[config.mk]
export PLATFORM = sky130hd
export DESIGN_NAME = ued_endpoint_regs
export DESIGN_NICKNAME = d
export VERILOG_FILES = /design/src/inc/ued_pkg.sv /design/src/hdl/ued_endpoint_regs.sv /design/src/hdl/ued_in_ep_desc.sv
export SDC_FILE = /design/constraint.sdc
export NUM_CORES = 1
export LEC_CHECK = 0
export ABC_AREA = 1
export BUFFER_PORTS_ARGS = -buffer_cell sky130_fd_sc_hd__buf_4
export CORE_MARGIN = 5
export CORE_UTILIZATION = 53
export DETAILED_ROUTE_END_ITERATION = 12
export PLACE_DENSITY = 0.72
export SYNTH_ARGS = -nofsm -noshare
export SYNTH_HDL_FRONTEND = slang
export SYNTH_SLANG_ARGS = --single-unit
[constraint.sdc]
create_clock -name sys_clk_i -period 5 [get_ports sys_clk_i]
set_input_delay 0.5 -clock sys_clk_i [delete_from_list [all_inputs] [get_ports sys_clk_i]]
set_output_delay 0.5 -clock sys_clk_i [all_outputs]
set_load 0.02 [all_outputs]
[src/inc/ued_pkg.sv]
// shared constants, types and register map of the usb endpoint descriptor block
package ued_pkg;

  // ==========================================================================
  // bus geometry
  localparam int          ADDR_W            = 18;
  localparam int          DATA_W            = 32;
  localparam int          NUM_EP            = 3;
  localparam logic [1:0]  AXI_OKAY          = 2'h0;
  localparam logic [1:0]  AXI_SLVERR        = 2'h2;

  // ==========================================================================
  // register indices, byte address is four times the index
  localparam logic [15:0] IDX_EP0_IN_CFG    = 16'hFF80;
  localparam logic [15:0] IDX_EP0_IN_CNT    = 16'hFF81;
  localparam logic [15:0] IDX_EP0_OUT_CFG   = 16'hFF82;
  localparam logic [15:0] IDX_EP0_OUT_CNT   = 16'hFF83;
  localparam logic [15:0] IDX_IRQ_STATUS    = 16'hFF84;
  localparam logic [15:0] IDX_IRQ_MASK      = 16'hFF85;
  // endpoint n (1..3) sits at base + n
  localparam logic [15:0] IDX_Y_COUNT_BASE  = 16'hFF88;
  localparam logic [15:0] IDX_SIZE_BASE     = 16'hFF8C;
  localparam logic [15:0] IDX_Y_ADDR_BASE   = 16'hFF90;

  // ==========================================================================
  // field positions
  localparam int          CFG_IRQ_EN_BIT    = 2;
  localparam int          CFG_STALL_BIT     = 3;
  localparam int          CFG_TOGGLE_BIT    = 5;
  localparam int          CFG_ENABLE_BIT    = 7;
  localparam int          CNT_NAK_BIT       = 7;
  localparam int          IRQ_W             = 4;

  // ==========================================================================
  // writable masks and reset values
  localparam logic [7:0]  CFG_WR_MASK       = 8'h8C;
  localparam logic [7:0]  CFG_RD_MASK       = 8'hAC;
  localparam logic [7:0]  CNT0_WR_MASK      = 8'h8F;
  localparam logic [7:0]  CFG_RESET         = 8'h00;
  localparam logic [7:0]  CNT0_RESET        = 8'h80;
  localparam logic [3:0]  EP0_MAX_COUNT     = 4'h8;
  localparam logic [15:0] EP0_OUT_START     = 16'hFEF0;
  localparam logic [15:0] EP0_IN_START      = 16'hFEF8;
  localparam logic [2:0]  BASE_PAD          = 3'h0;
  localparam logic [4:0]  BASE_HIGH         = 5'h00;

  // ==========================================================================
  // buffer manager carriers
  typedef enum logic [1:0] {
    UED_RESP_NONE  = 2'b00,
    UED_RESP_DATA  = 2'b01,
    UED_RESP_NAK   = 2'b10,
    UED_RESP_STALL = 2'b11
  } ued_resp_e;

  typedef struct packed {
    logic       in_token;
    logic [1:0] token_ep;
    logic       in_done;
    logic [1:0] done_ep;
    logic       setup;
  } ued_bm_evt_s;

  typedef struct packed {
    ued_resp_e   resp;
    logic        resp_valid;
    logic [15:0] start_addr;
    logic [6:0]  byte_count;
    logic        data_toggle;
  } ued_bm_resp_s;

  typedef struct packed {
    logic       nak;
    logic [6:0] count;
    logic [6:0] size;
    logic [7:0] base;
  } ued_in_desc_s;

  localparam ued_in_desc_s IN_DESC_RESET = '{nak: 1'b1, count: 7'h00, size: 7'h00, base: 8'h00};

endpackage : ued_pkg

[src/hdl/ued_endpoint_regs.sv]
// endpoint descriptor registers with axi4-lite slave, in response logic and interrupt
`timescale 1ns/1ns
// Behaviour
// - ep1-3 y count: seven bits, 0..64
// - y count bit7 set means NAK in
// - one size field per endpoint 1-3, bit7 zero
// - endpoint 0 uses four dedicated registers
// - endpoint 0 start addresses fixed FEF0/FEF8
// - ep0 in config FF80, count FF81
// - ep0 out config FF82, count FF83
// - ep0 fields keep endpoint 1-3 positions
// - config bit2 enables completion interrupt
// - bit3 stall, cleared by next setup
// - bit5 read-only data toggle state
// - bit7 lets buffer manager serve endpoint
// - ep0 count four bits, above 8 acts 8
// - ep0 count bit7 resets set, NAK
// - base entries give A10..A3, unchanged
module ued_endpoint_regs #(
  parameter int ADDR_W = ued_pkg::ADDR_W
) (
  // clock and reset
  input  logic                       sys_clk_i,
  input  logic                       reset_n_i,
  // axi4-lite write address and data
  input  logic [ADDR_W-1:0]          s_axi_awaddr_i,
  input  logic                       s_axi_awvalid_i,
  output logic                       s_axi_awready_o,
  input  logic [ued_pkg::DATA_W-1:0] s_axi_wdata_i,
  input  logic [3:0]                 s_axi_wstrb_i,
  input  logic                       s_axi_wvalid_i,
  output logic                       s_axi_wready_o,
  // axi4-lite write response
  output logic [1:0]                 s_axi_bresp_o,
  output logic                       s_axi_bvalid_o,
  input  logic                       s_axi_bready_i,
  // axi4-lite read
  input  logic [ADDR_W-1:0]          s_axi_araddr_i,
  input  logic                       s_axi_arvalid_i,
  output logic                       s_axi_arready_o,
  output logic [ued_pkg::DATA_W-1:0] s_axi_rdata_o,
  output logic [1:0]                 s_axi_rresp_o,
  output logic                       s_axi_rvalid_o,
  input  logic                       s_axi_rready_i,
  // buffer manager
  input  ued_pkg::ued_bm_evt_s       bm_evt_i,
  output ued_pkg::ued_bm_resp_s      bm_resp_o,
  // interrupt
  output logic                       irq_o
);

  // ==========================================================================
  // state
  typedef struct packed {
    logic                       awready;
    logic                       wready;
    logic                       aw_held;
    logic                       w_held;
    logic [ADDR_W-1:0]          awaddr;
    logic [7:0]                 wdata;
    logic                       wstrb0;
    logic                       bvalid;
    logic [1:0]                 bresp;
    logic                       arready;
    logic                       rvalid;
    logic [1:0]                 rresp;
    logic [ued_pkg::DATA_W-1:0] rdata;
    logic [7:0]                 ep0_in_cfg;
    logic [7:0]                 ep0_in_cnt;
    logic [7:0]                 ep0_out_cfg;
    logic [7:0]                 ep0_out_cnt;
    logic [ued_pkg::IRQ_W-1:0]  irq_status;
    logic [ued_pkg::IRQ_W-1:0]  irq_mask;
    logic                       irq;
    ued_pkg::ued_bm_resp_s      bm_resp;
  } ued_core_s;

  ued_core_s             core;
  ued_core_s             next_core;
  ued_pkg::ued_in_desc_s desc [1:ued_pkg::NUM_EP];

  logic [15:0]           wr_idx;
  logic [15:0]           rd_idx;
  logic                  wr_fire;
  logic                  wr_en;
  logic                  rd_fire;
  logic                  done0;
  logic                  token0;
  logic [3:1]            wr_cnt;
  logic [3:1]            wr_size;
  logic [3:1]            wr_base;
  logic [3:1]            taken;

  // ==========================================================================
  // decode
  function automatic logic [1:0] ep_slot(input logic [15:0] idx, input logic [15:0] base);
    logic [15:0] off;
    off = idx - base;
    ep_slot = (off != 16'h0000 && off <= 16'h0003) ? off[1:0] : 2'h0;
  endfunction : ep_slot

  function automatic logic is_mapped(input logic [15:0] idx);
    is_mapped = (idx >= ued_pkg::IDX_EP0_IN_CFG && idx <= ued_pkg::IDX_IRQ_MASK)
             || ep_slot(idx, ued_pkg::IDX_Y_COUNT_BASE) != 2'h0
             || ep_slot(idx, ued_pkg::IDX_SIZE_BASE) != 2'h0
             || ep_slot(idx, ued_pkg::IDX_Y_ADDR_BASE) != 2'h0;
  endfunction : is_mapped

  function automatic logic [7:0] rd_value(input logic [15:0] idx);
    logic [1:0] n;
    rd_value = 8'h00;
    n        = 2'h0;
    case (idx)
      ued_pkg::IDX_EP0_IN_CFG:  rd_value = core.ep0_in_cfg;
      ued_pkg::IDX_EP0_IN_CNT:  rd_value = core.ep0_in_cnt;
      ued_pkg::IDX_EP0_OUT_CFG: rd_value = core.ep0_out_cfg;
      ued_pkg::IDX_EP0_OUT_CNT: rd_value = core.ep0_out_cnt;
      ued_pkg::IDX_IRQ_STATUS:  rd_value = {4'h0, core.irq_status};
      ued_pkg::IDX_IRQ_MASK:    rd_value = {4'h0, core.irq_mask};
      default: begin
        n = ep_slot(idx, ued_pkg::IDX_Y_COUNT_BASE);
        if (n != 2'h0) begin
          rd_value = {desc[n].nak, desc[n].count};
        end
        n = ep_slot(idx, ued_pkg::IDX_SIZE_BASE);
        if (n != 2'h0) begin
          rd_value = {1'b0, desc[n].size};
        end
        n = ep_slot(idx, ued_pkg::IDX_Y_ADDR_BASE);
        if (n != 2'h0) begin
          rd_value = desc[n].base;
        end
      end
    endcase
  endfunction : rd_value

  assign wr_idx  = core.awaddr[17:2];
  assign rd_idx  = s_axi_araddr_i[17:2];
  assign wr_fire = core.aw_held && core.w_held && !core.bvalid;
  assign wr_en   = wr_fire && core.wstrb0 && is_mapped(wr_idx);
  assign rd_fire = s_axi_arvalid_i && core.arready;
  assign done0   = bm_evt_i.in_done && bm_evt_i.done_ep == 2'h0;
  assign token0  = bm_evt_i.in_token && bm_evt_i.token_ep == 2'h0;

  // ==========================================================================
  // endpoints 1..3
  for (genvar n = 1; n <= ued_pkg::NUM_EP; n++) begin : g_ep
    assign wr_cnt[n]  = wr_en && wr_idx == ued_pkg::IDX_Y_COUNT_BASE + 16'(n);
    assign wr_size[n] = wr_en && wr_idx == ued_pkg::IDX_SIZE_BASE + 16'(n);
    assign wr_base[n] = wr_en && wr_idx == ued_pkg::IDX_Y_ADDR_BASE + 16'(n);
    assign taken[n]   = bm_evt_i.in_done && bm_evt_i.done_ep == 2'(n);

    ued_in_ep_desc u_desc (
      .sys_clk_i  (sys_clk_i),
      .reset_n_i  (reset_n_i),
      .wr_count_i (wr_cnt[n]),
      .wr_size_i  (wr_size[n]),
      .wr_base_i  (wr_base[n]),
      .wdata_i    (core.wdata),
      .taken_i    (taken[n]),
      .desc_o     (desc[n])
    );
  end

  // ==========================================================================
  // next state
  always_comb begin
    next_core = core;

    // bus: address and data may arrive in either order
    if (s_axi_awvalid_i && core.awready) begin
      next_core.aw_held = 1'b1;
      next_core.awaddr  = s_axi_awaddr_i;
    end
    if (s_axi_wvalid_i && core.wready) begin
      next_core.w_held = 1'b1;
      next_core.wdata  = s_axi_wdata_i[7:0];
      next_core.wstrb0 = s_axi_wstrb_i[0];
    end
    if (core.bvalid && s_axi_bready_i) begin
      next_core.bvalid = 1'b0;
    end
    if (wr_fire) begin
      next_core.aw_held = 1'b0;
      next_core.w_held  = 1'b0;
      next_core.bvalid  = 1'b1;
      next_core.bresp   = is_mapped(wr_idx) ? ued_pkg::AXI_OKAY : ued_pkg::AXI_SLVERR;
    end
    next_core.awready = !next_core.aw_held && !next_core.bvalid;
    next_core.wready  = !next_core.w_held && !next_core.bvalid;

    if (core.rvalid && s_axi_rready_i) begin
      next_core.rvalid = 1'b0;
    end
    if (rd_fire) begin
      next_core.rvalid = 1'b1;
      next_core.rdata  = {24'h000000, rd_value(rd_idx)};
      next_core.rresp  = is_mapped(rd_idx) ? ued_pkg::AXI_OKAY : ued_pkg::AXI_SLVERR;
    end
    next_core.arready = !next_core.rvalid;

    // endpoint 0 in configuration; a same-cycle software write of stall beats setup
    if (bm_evt_i.setup) begin
      next_core.ep0_in_cfg[ued_pkg::CFG_STALL_BIT] = 1'b0;
    end
    if (wr_en && wr_idx == ued_pkg::IDX_EP0_IN_CFG) begin
      // toggle and reserved bits are not writable
      next_core.ep0_in_cfg = (core.wdata & ued_pkg::CFG_WR_MASK)
                           | (next_core.ep0_in_cfg & ~ued_pkg::CFG_WR_MASK);
    end
    if (done0) begin
      next_core.ep0_in_cfg[ued_pkg::CFG_TOGGLE_BIT] =
        ~core.ep0_in_cfg[ued_pkg::CFG_TOGGLE_BIT];
    end

    // endpoint 0 in byte count; hardware nak set wins over a clearing write
    if (wr_en && wr_idx == ued_pkg::IDX_EP0_IN_CNT) begin
      next_core.ep0_in_cnt = core.wdata & ued_pkg::CNT0_WR_MASK;
    end
    if (done0) begin
      next_core.ep0_in_cnt[ued_pkg::CNT_NAK_BIT] = 1'b1;
    end

    // endpoint 0 out pair: storage only, same field positions
    if (wr_en && wr_idx == ued_pkg::IDX_EP0_OUT_CFG) begin
      next_core.ep0_out_cfg = core.wdata & ued_pkg::CFG_WR_MASK;
    end
    if (wr_en && wr_idx == ued_pkg::IDX_EP0_OUT_CNT) begin
      next_core.ep0_out_cnt = core.wdata & ued_pkg::CNT0_WR_MASK;
    end

    // interrupts: read clears, an event in the same cycle survives
    if (rd_fire && rd_idx == ued_pkg::IDX_IRQ_STATUS) begin
      next_core.irq_status = '0;
    end
    if (done0 && core.ep0_in_cfg[ued_pkg::CFG_IRQ_EN_BIT]) begin
      next_core.irq_status[0] = 1'b1;
    end
    next_core.irq_status[3:1] = next_core.irq_status[3:1] | taken;
    if (wr_en && wr_idx == ued_pkg::IDX_IRQ_MASK) begin
      next_core.irq_mask = core.wdata[ued_pkg::IRQ_W-1:0];
    end
    next_core.irq = |(next_core.irq_status & next_core.irq_mask);

    // in token answer, one cycle after the token
    next_core.bm_resp.resp_valid = bm_evt_i.in_token;
    if (token0) begin
      next_core.bm_resp.start_addr  = ued_pkg::EP0_IN_START;
      next_core.bm_resp.data_toggle = core.ep0_in_cfg[ued_pkg::CFG_TOGGLE_BIT];
      // reserved codes above eight are sent as eight
      next_core.bm_resp.byte_count  = {3'h0, (core.ep0_in_cnt[3:0] > ued_pkg::EP0_MAX_COUNT)
                                      ? ued_pkg::EP0_MAX_COUNT : core.ep0_in_cnt[3:0]};
      if (!core.ep0_in_cfg[ued_pkg::CFG_ENABLE_BIT]) begin
        next_core.bm_resp.resp = ued_pkg::UED_RESP_NONE;
      end else if (core.ep0_in_cfg[ued_pkg::CFG_STALL_BIT]) begin
        next_core.bm_resp.resp = ued_pkg::UED_RESP_STALL;
      end else if (core.ep0_in_cnt[ued_pkg::CNT_NAK_BIT]) begin
        next_core.bm_resp.resp = ued_pkg::UED_RESP_NAK;
      end else begin
        next_core.bm_resp.resp = ued_pkg::UED_RESP_DATA;
      end
    end else if (bm_evt_i.in_token) begin
      next_core.bm_resp.start_addr  = {ued_pkg::BASE_HIGH, desc[bm_evt_i.token_ep].base,
                                       ued_pkg::BASE_PAD};
      next_core.bm_resp.byte_count  = desc[bm_evt_i.token_ep].count;
      next_core.bm_resp.data_toggle = 1'b0;
      next_core.bm_resp.resp        = desc[bm_evt_i.token_ep].nak
                                    ? ued_pkg::UED_RESP_NAK : ued_pkg::UED_RESP_DATA;
    end
  end

  always_ff @(posedge sys_clk_i) begin
    if (!reset_n_i) begin
      core             <= '0;
      core.ep0_in_cfg  <= ued_pkg::CFG_RESET;
      core.ep0_out_cfg <= ued_pkg::CFG_RESET;
      core.ep0_in_cnt  <= ued_pkg::CNT0_RESET;
      core.ep0_out_cnt <= ued_pkg::CNT0_RESET;
    end else begin
      core <= next_core;
    end
  end

  // ==========================================================================
  // outputs
  assign s_axi_awready_o = core.awready;
  assign s_axi_wready_o  = core.wready;
  assign s_axi_bresp_o   = core.bresp;
  assign s_axi_bvalid_o  = core.bvalid;
  assign s_axi_arready_o = core.arready;
  assign s_axi_rdata_o   = core.rdata;
  assign s_axi_rresp_o   = core.rresp;
  assign s_axi_rvalid_o  = core.rvalid;
  assign bm_resp_o       = core.bm_resp;
  assign irq_o           = core.irq;

  // ==========================================================================
  // checks
  AST_EP0_STALL_ANSWER: assert property (@(posedge sys_clk_i) disable iff (!reset_n_i)
    token0 && core.ep0_in_cfg[7] && core.ep0_in_cfg[3]
    |=> bm_resp_o.resp_valid && bm_resp_o.resp == ued_pkg::UED_RESP_STALL)
    else $error("stalled endpoint 0 not answered with stall");
  AST_SETUP_CLEARS_STALL: assert property (@(posedge sys_clk_i) disable iff (!reset_n_i)
    bm_evt_i.setup && !(wr_en && wr_idx == ued_pkg::IDX_EP0_IN_CFG) |=> !core.ep0_in_cfg[3])
    else $error("setup did not clear stall");
  AST_DISABLED_SILENT: assert property (@(posedge sys_clk_i) disable iff (!reset_n_i)
    token0 && !core.ep0_in_cfg[7] |=> bm_resp_o.resp == ued_pkg::UED_RESP_NONE)
    else $error("disabled endpoint 0 was served");
  AST_COUNT_CAPPED: assert property (@(posedge sys_clk_i) disable iff (!reset_n_i)
    token0 |=> bm_resp_o.byte_count <= 7'h08 && bm_resp_o.start_addr == 16'hFEF8)
    else $error("endpoint 0 count above eight or wrong start");
  AST_DONE_NAK_TOGGLE: assert property (@(posedge sys_clk_i) disable iff (!reset_n_i)
    done0 |=> core.ep0_in_cnt[7] && core.ep0_in_cfg[5] != $past(core.ep0_in_cfg[5]))
    else $error("completion did not set nak and flip toggle");
  AST_TOGGLE_STEADY: assert property (@(posedge sys_clk_i) disable iff (!reset_n_i)
    !done0 |=> $stable(core.ep0_in_cfg[5]))
    else $error("toggle moved without a completion");
  AST_RESERVED_ZERO: assert property (@(posedge sys_clk_i) disable iff (!reset_n_i)
    (core.ep0_in_cfg & 8'h53) == 8'h00 && (core.ep0_in_cnt & 8'h70) == 8'h00)
    else $error("reserved endpoint 0 bit set");
  AST_IRQ_ON_DONE: assert property (@(posedge sys_clk_i) disable iff (!reset_n_i)
    done0 && core.ep0_in_cfg[2] && core.irq_mask[0] |=> core.irq_status[0] ##1 irq_o)
    else $error("enabled completion raised no interrupt");
  AST_NAK_AFTER_RESET: assert property (@(posedge sys_clk_i)
    !reset_n_i |=> core.ep0_in_cnt == 8'h80 && core.ep0_in_cfg == 8'h00)
    else $error("endpoint 0 reset values wrong");
  AST_EPN_NAK_ANSWER: assert property (@(posedge sys_clk_i) disable iff (!reset_n_i)
    bm_evt_i.in_token && bm_evt_i.token_ep != 2'h0 && desc[bm_evt_i.token_ep].nak
    |=> bm_resp_o.resp == ued_pkg::UED_RESP_NAK)
    else $error("empty endpoint buffer not nak");

endmodule : ued_endpoint_regs

[src/hdl/ued_in_ep_desc.sv]
// descriptor storage of one input endpoint (1..3): y count, buffer size, y base
`timescale 1ns/1ns
module ued_in_ep_desc (
  // clock and reset
  input  logic                 sys_clk_i,
  input  logic                 reset_n_i,
  // register writes
  input  logic                 wr_count_i,
  input  logic                 wr_size_i,
  input  logic                 wr_base_i,
  input  logic [7:0]           wdata_i,
  // buffer manager event
  input  logic                 taken_i,
  // descriptor
  output ued_pkg::ued_in_desc_s desc_o
);

  // ==========================================================================
  // state
  ued_pkg::ued_in_desc_s desc;
  ued_pkg::ued_in_desc_s next_desc;

  always_comb begin
    next_desc = desc;
    if (wr_count_i) begin
      // counts above 64 are stored as written; software must not use them
      next_desc.nak   = wdata_i[ued_pkg::CNT_NAK_BIT];
      next_desc.count = wdata_i[6:0];
    end
    // hardware set beats a same-cycle clear by software
    if (taken_i) begin
      next_desc.nak = 1'b1;
    end
    if (wr_size_i) begin
      next_desc.size = wdata_i[6:0];
    end
    if (wr_base_i) begin
      next_desc.base = wdata_i;
    end
  end

  always_ff @(posedge sys_clk_i) begin
    if (!reset_n_i) begin
      desc <= ued_pkg::IN_DESC_RESET;
    end else begin
      desc <= next_desc;
    end
  end

  assign desc_o = desc;

  // ==========================================================================
  // checks
  AST_EPN_NAK_SET: assert property (@(posedge sys_clk_i) disable iff (!reset_n_i)
    taken_i |=> desc.nak)
    else $error("taken packet did not set nak");
  AST_EPN_BASE_KEPT: assert property (@(posedge sys_clk_i) disable iff (!reset_n_i)
    !wr_base_i |=> desc.base == $past(desc.base))
    else $error("base address changed without a write");

endmodule : ued_in_ep_desc

==> results_dict.tcl, run 1 <==
set metrics [dict create \
    yosys_warnings 0 \
    r2r_start "core[121]" \
    cts_buffers 17 \
    cp_cell_sequence "inv_1 -> ha_1 -> nand2_1 -> nand2_1 -> o21ai_0 -> inv_1 -> nor2_1 -> nand3_1 -> nand2_1 -> inv_1 -> nand2_1 -> nand2_2 -> nor2_4 -> nand2_2 -> nor2_2 -> o21ai_0 -> a21oi_1" \
    n_antenna_cell 0 \
    finalMaxSlewViolations 0 \
    setup_violations 0 \
    crit_required_ns 5.36 \
    via_per_inst 5.45 \
    worst_ep_arrival_time_ns 3.39 \
    cts_tree "built" \
    max-clock-path-buffers 2 \
    cts_setup_buffers 0 \
    cts_resized 0 \
    setup_tns_ns 0 \
    dr.pass1.iters 6 \
    syn_area_per_cell_sq_um 6.32 \
    ctsHoldBuffers 0 \
    synth-seq-cells 157 \
    hp-start "s_axi_awaddr_i[8]" \
    finalHoldViolCount 0 \
    worstPathMaxFanout 15 \
    gp_congestion 0.954 \
    grt_pass1_vias 8268 \
    cpPeakStageDelay_ns 0.55 \
    relSlewSlack 0.272 \
    cts_root_buf "clkbuf_16" \
    io_buffers 94 \
    fin_hold_ws_ns 0.328 \
    fmax_mhz 330 \
    finalCritPeriodShare 0.607 \
    critPathLaunchType "flop" \
    setup.worst_path.start "core[121]" \
    rsz0062_at_grt "false" \
    start_util 0.533 \
    syn_area_sq_um 9120 \
    die_area_sq_um 19900 \
    critical_path_buf_inv_count 3 \
    die_h_um 141 \
    seq_area_frac_synth 0.345 \
    period_needed_ns 3.03 \
    grt_max_degree 98 \
    reg2regPathDepth 17 \
    synth.distinct_cells 39 \
    first_iter_violations 1001 \
    whs_path_depth 3 \
    path_clk_slew_ns 0.06 \
    grt_overflow 0 \
    worst_pin_slew_ns 1.08 \
    path_delay_family "simple AND/OR/NAND/NOR gates" \
    routed.top_layer "met4" \
    drive_gt1_frac 0.103 \
    die_x_um 141 \
    wl_met2_um 12400 \
    crit_type "reg -> reg" \
    path_common_cell "nand2_1" \
    drtAntennaViolNets 0 \
    fillers 1750 \
    synthCells 1444 \
    hold_path_class "in -> reg" \
    power_density_nw_per_um2 290 \
    cts_sinks 157 \
    wl_um 27400 \
    leakagePower_nw 4.66 \
    finalClockSkew_ns 0.00700 \
    wl_met3_um 2490 \
    status "finished, final reports clean" \
    rows 48 \
    antenna_found_initial 0 \
    layout.nets 1564 \
    hpwl_um 20000 \
    grt_usage 0.268 \
    num_vias 9337 \
    crit_cells 17 \
    vdd_drop_max_mv 0.234 \
    cap_violations 0 \
    wl_met1_um 11900 \
    drt-wirelength-per-cell_um 16.0 \
    clk_latency_ns 0.43 \
    critPathSlowestCell "nor2_2" \
    grt_pass1_wl_um 42800 \
    fp.coreArea_sq_um 17100 \
    critPathCaptureType "flop" \
    pin_count 155 \
    htree_levels 4 \
    syn_to_final_growth_pct 10.8 \
    drc 0 \
]
==> path summary, 6_finish.rpt <==
path | end | slack, ns
worst max-delay path | g_ep[1].u_desc.desc_o[21] | 1.97
worst min-delay path | core[124] | 0.33
worst max register to register | g_ep[1].u_desc.desc_o[21] | 1.97
worst min register to register | s_axi_wready_o | 0.42
==> state kept, by name, summed over array words and instances, names as in the netlist <==
| name | flops |
|---|---|
| s_axi_wready_o | 1 |
| s_axi_rdata_o | 8 |
| s_axi_awready_o | 1 |
| core | 52 |
| irq_o | 1 |
| s_axi_bvalid_o | 1 |
| s_axi_rvalid_o | 1 |
| bm_resp_o | 20 |
| s_axi_bresp_o | 1 |
| s_axi_rresp_o | 1 |
| s_axi_arready_o | 1 |
| g_ep.u_desc.desc_o | 69 |
==> routing by layer <==
layer  GRT usage  up-vias
met5           0        -
met3      0.0478       57
met4      0.0882        0
li1            -     4674
met2       0.426      423
met1       0.369     4183
==> synthesized netlist by cell type <==
cell type,number,area [sq um]
nand2_1,344,1290
nor2_1,165,619
dfxtp_1,157,3140
a21oi_1,155,776
inv_1,153,574
o21ai_0,142,711
nand3_1,82,410
buf_4,67,503
clkbuf_1,37,139
nand4_1,31,194
nor3_1,22,110
nor2_2,11,68.8
buf_2,8,40.0
o211ai_1,8,60.1
nand2_2,7,43.8
o22ai_1,6,37.5
a31oi_1,5,31.3
clkinv_1,5,18.8
xor2_1,5,43.8
ha_1,4,50.1
nor2_4,4,45.0
a211oi_1,3,22.5
a22oi_1,3,22.5
a41oi_1,3,26.3
and2_1,2,12.5
nor3b_1,2,15.0
a221oi_1,1,8.76
a32o_1,1,10.0
buf_1,1,3.75
buf_6,1,11.3
conb_1,1,3.75
nand2_4,1,11.3
nand3_4,1,17.5
nand3b_1,1,7.51
nor3_2,1,10.0
o2111ai_1,1,8.76
o21a_1,1,7.51
o31ai_1,1,7.51
or2_2,1,6.26
==> through the flow <==
step	cells	utilization	power [W]	setup WS (ns)	instance area [sq um]
floorplan	1472	-	0.00160	2.63	9230
global placement	1680	0.557	0.00169	1.83	9540
detailed placement	1680	0.557	0.00170	1.83	9540
CTS	1712	0.591	0.00294	2.07	10100
global route	1712	0.591	0.00304	1.63	10100
finish	1712	0.591	0.00293	1.97	10100
==> cells by family (layout without fill, tap and decap cells) <==
| family | Yosys count | in the layout | synth area share |
|---|---|---|---|
| buf+inv | 272 | 287 | 0.141 |
| xor+xnor | 5 | 5 | 0.00480 |
| fa+ha+maj | 4 | 4 | 0.00549 |
| simple gates | 675 | 675 | 0.314 |
| other cells | 1 | 29 | 0.000411 |
| compound gates | 330 | 330 | 0.190 |
| flops | 157 | 157 | 0.345 |
==> worst min-delay path, stage by stage <==
cell     delay [ns]
buf_4          0.07
o21ai_0        0.07
nor2_1         0.08
==> power by group <==
group          internal [W]  total (W)  leakage (nW)  switching [W]
logic              0.000111   0.000364          3.12       0.000253
registers           0.00128    0.00131          1.27      0.0000298
clock network      0.000717    0.00126         0.268       0.000541
==> area by class of cell <==
| cell class | instances | area, sq um | share of cell area |
|---|---|---|---|
| multi-input cells | 1043 | 4790 | 0.474 |
| flip-flops and latches | 157 | 3140 | 0.311 |
| repair buffers | 97 | 728 | 0.0720 |
| inverters | 158 | 593 | 0.0586 |
| clock buffers | 21 | 460 | 0.0455 |
| well taps | 225 | 282 | 0.0278 |
| clock inverters | 11 | 111 | 0.0110 |
==> placed cells by master (no fill, tap or decap), types with 2 or more instances in the layout <==
master / n
clkinv_1: 5
dfxtp_1: 157
nor2_1: 165
clkinv_4: 3
xor2_1: 5
nand2_1: 344
nand4_1: 31
ha_1: 4
clkinvlp_4: 4
buf_4: 97
a31oi_1: 5
o211ai_1: 8
nand3_1: 82
conb_1: 29
a211oi_1: 3
a22oi_1: 3
clkbuf_16: 17
clkbuf_8: 2
nor2_4: 4
nor3_1: 22
and2_1: 2
a21oi_1: 155
nor3b_1: 2
inv_1: 153
clkbuf_1: 2
o22ai_1: 6
o21ai_0: 142
nor2_2: 11
nand2_2: 7
a41oi_1: 3
No activity file was read; power rests on OpenSTA's default activity.
==> run 2, diff against run 1 <==
--- a/config.mk
+++ b/config.mk
@@ -8,9 +8,9 @@
 export ABC_AREA = 1
 export BUFFER_PORTS_ARGS = -buffer_cell sky130_fd_sc_hd__buf_4
 export CORE_MARGIN = 5
-export CORE_UTILIZATION = 53
+export CORE_UTILIZATION = 52
 export DETAILED_ROUTE_END_ITERATION = 12
-export PLACE_DENSITY = 0.72
+export PLACE_DENSITY = 0.74
 export SYNTH_ARGS = -nofsm -noshare
 export SYNTH_HDL_FRONTEND = slang
 export SYNTH_SLANG_ARGS = --single-unit
==> constraint.sdc (replaced) <==
create_clock -name sys_clk_i -period 2.6 [get_ports sys_clk_i]
set_input_delay 0.26 -clock sys_clk_i [delete_from_list [all_inputs] [get_ports sys_clk_i]]
set_output_delay 0.26 -clock sys_clk_i [all_outputs]
set_load 0.02 [all_outputs]
==> run 2 against run 1 <==
Global-route usage up 0.83 points. Combinational power rose by 120%. Flip-flop and latch count stayed put. First-iteration DRC count decreased by 11%. Register-to-register slack got worse by 1.9 ns. Worst setup slack worse by 1.9 ns. Clock power up 99%. Critical endpoint is now g_ep[3].u_desc.desc_o[2]. Largest cell class unchanged.
==> results_dict.tcl, run 2 (synthesized netlist as in run 1, its figures left out) <==
set metrics [dict create \
    status "finished, final reports clean" \
    cts_root_buf "clkbuf_16" \
    period_needed_ns 2.49 \
    cap_violations 0 \
    drtAntennaViolNets 0 \
    ctsHoldBuffers 0 \
    seq_power_share 0.434 \
    relSlewSlack 0.465 \
    n_antenna_cell 0 \
    critPathSlowestCell "dfxtp_4" \
    power_frac_comb 0.137 \
    leakagePower_nw 5.19 \
    die_area_sq_um 20300 \
    cp_cell_sequence "inv_2 -> buf_4 -> nand2_1 -> nand2_1 -> nand2_1 -> nor2_1 -> nand2_1 -> nor2_1 -> nand3_1 -> nand2_1 -> inv_1 -> nand2_2 -> nand2_2 -> nor2_4 -> nand2_4 -> nor2_4 -> buf_12 -> nand3_4 -> nand2_2 -> nand2_1 -> nor2_2" \
    critPathLaunchType "flop" \
    power_density_nw_per_um2 525 \
    drc 0 \
    finalHoldViolCount 0 \
    cts_buffers 17 \
    die_h_um 142 \
    dp_cells 1764 \
    final_common_cell "nand2_1" \
    drive_gt1_frac 0.178 \
    start_util 0.529 \
    cts_sinks 157 \
    path_clk_slew_ns 0.07 \
    p_clk_frac 0.429 \
    setup_violations 0 \
    clk_latency_ns 0.44 \
    dr.pass1.iters 6 \
    final_cell_mix "336 x nand2_1, 179 x buf_4, 158 x nor2_1, 155 x a21oi_1, 151 x inv_1" \
    cts_tree "built" \
    crit_type "reg -> reg" \
    fp.coreArea_sq_um 17200 \
    max-clock-path-buffers 2 \
    drt-wirelength-per-cell_um 15.9 \
    finalMaxSlewViolations 0 \
    layout.nets 1657 \
    num_vias 9783 \
    fin_cells 1805 \
    gp_congestion 0.943 \
    vdd_drop_max_mv 0.457 \
    fmax_mhz 402 \
    htree_levels 4 \
    hold_path_class "in -> reg" \
    cpPeakStageDelay_ns 0.37 \
    path_common_cell "nand2_1" \
    die_x_um 142 \
    grt_pass1_wl_um 44900 \
    power.switching_w 0.00172 \
    grt_overflow 0 \
    pin_count 155 \
    finalCritPeriodShare 0.957 \
    syn_to_final_growth_pct 21.8 \
    worst_pin_slew_ns 0.800 \
    grt_max_degree 65 \
    grt_pass1_vias 8949 \
    fin_hold_ws_ns 0.0756 \
    worstPathMaxFanout 8 \
    crit_required_ns 2.97 \
    largest_reg_flops 69 \
    grt_usage 0.276 \
    finalClockSkew_ns 0.0105 \
    critPathCaptureType "flop" \
    worst_ep_arrival_time_ns 2.86 \
    wl_um 28700 \
    io_buffers 94 \
    p_sw_frac 0.295 \
    first_iter_violations 887 \
    internal_power_w 0.00412 \
    antenna_found_initial 0 \
    hpwl_um 21000 \
    via_per_inst 5.42 \
    rows 48 \
]
[run 2: layout make-up]
class	count	area [sq um]
Multi-Input combinational cell	1044	4950
Timing Repair inverter	1	5.00
Clock inverter	15	171
Clock buffer	17	425
Timing Repair Buffer	188	1520
Sequential cell	157	3160
Inverter	158	604
Fill cell	1627	6130
Tap cell	225	282
[run 2: path summary, 6_finish.rpt]
kind | from | slack [ns] | to | cells after the start
max | core[121] | 0.11 | g_ep[3].u_desc.desc_o[2] | 21
min | s_axi_awaddr_i[8] | 0.08 | core[124] | 3
max reg2reg | core[121] | 0.11 | g_ep[3].u_desc.desc_o[2] | 21
min reg2reg | core[134] | 0.42 | s_axi_wready_o | 1
[run 2: what timing repair did]
item,CTS,global route
buffers inserted,1,6
endpoints found under the setup margin,7,79
gates resized for setup,6,47
gates cloned,1,1
pin swaps,2,13
[run 2: power groups by stage]
stage / Sequential [W] / Clock (W) / Combinational (W)
floorplan: 0.00257 / 0 / 0.000504
global placement: 0.00257 / 0 / 0.000758
detailed placement: 0.00258 / 0 / 0.000759
CTS: 0.00252 / 0.00253 / 0.000763
global route: 0.00254 / 0.00264 / 0.000874
finish: 0.00253 / 0.00251 / 0.000799
[run 2: worst max-delay path, delay by kind of cell, from the launching register on]
family	cells	cell delay, ns
DFF	1	0.37
buffers and inverters	4	0.46
and+or+nand+nor	17	1.58
[run 2: metal layers]
metal,global-route usage,share of wire,up-vias
li1,-,-,4887
met1,0.373,0.43,4371
met2,0.433,0.45,452
met3,0.0709,0.089,73
met4,0.0900,0.029,0
met5,0,0,-
[run 2: per-stage QoR]
stage                      util  total power [W]  setup slack, ns  TNS (ns)  area, sq um
after floorplan               -          0.00307            0.318         0         9230
after global placement    0.594          0.00333           0.0348         0        10200
after detailed placement  0.594          0.00333          0.00178         0        10200
after CTS                 0.631          0.00581          0.00159         0        10900
after global routing      0.645          0.00605          -0.0589    -0.250        11100
final                     0.645          0.00583            0.111         0        11100
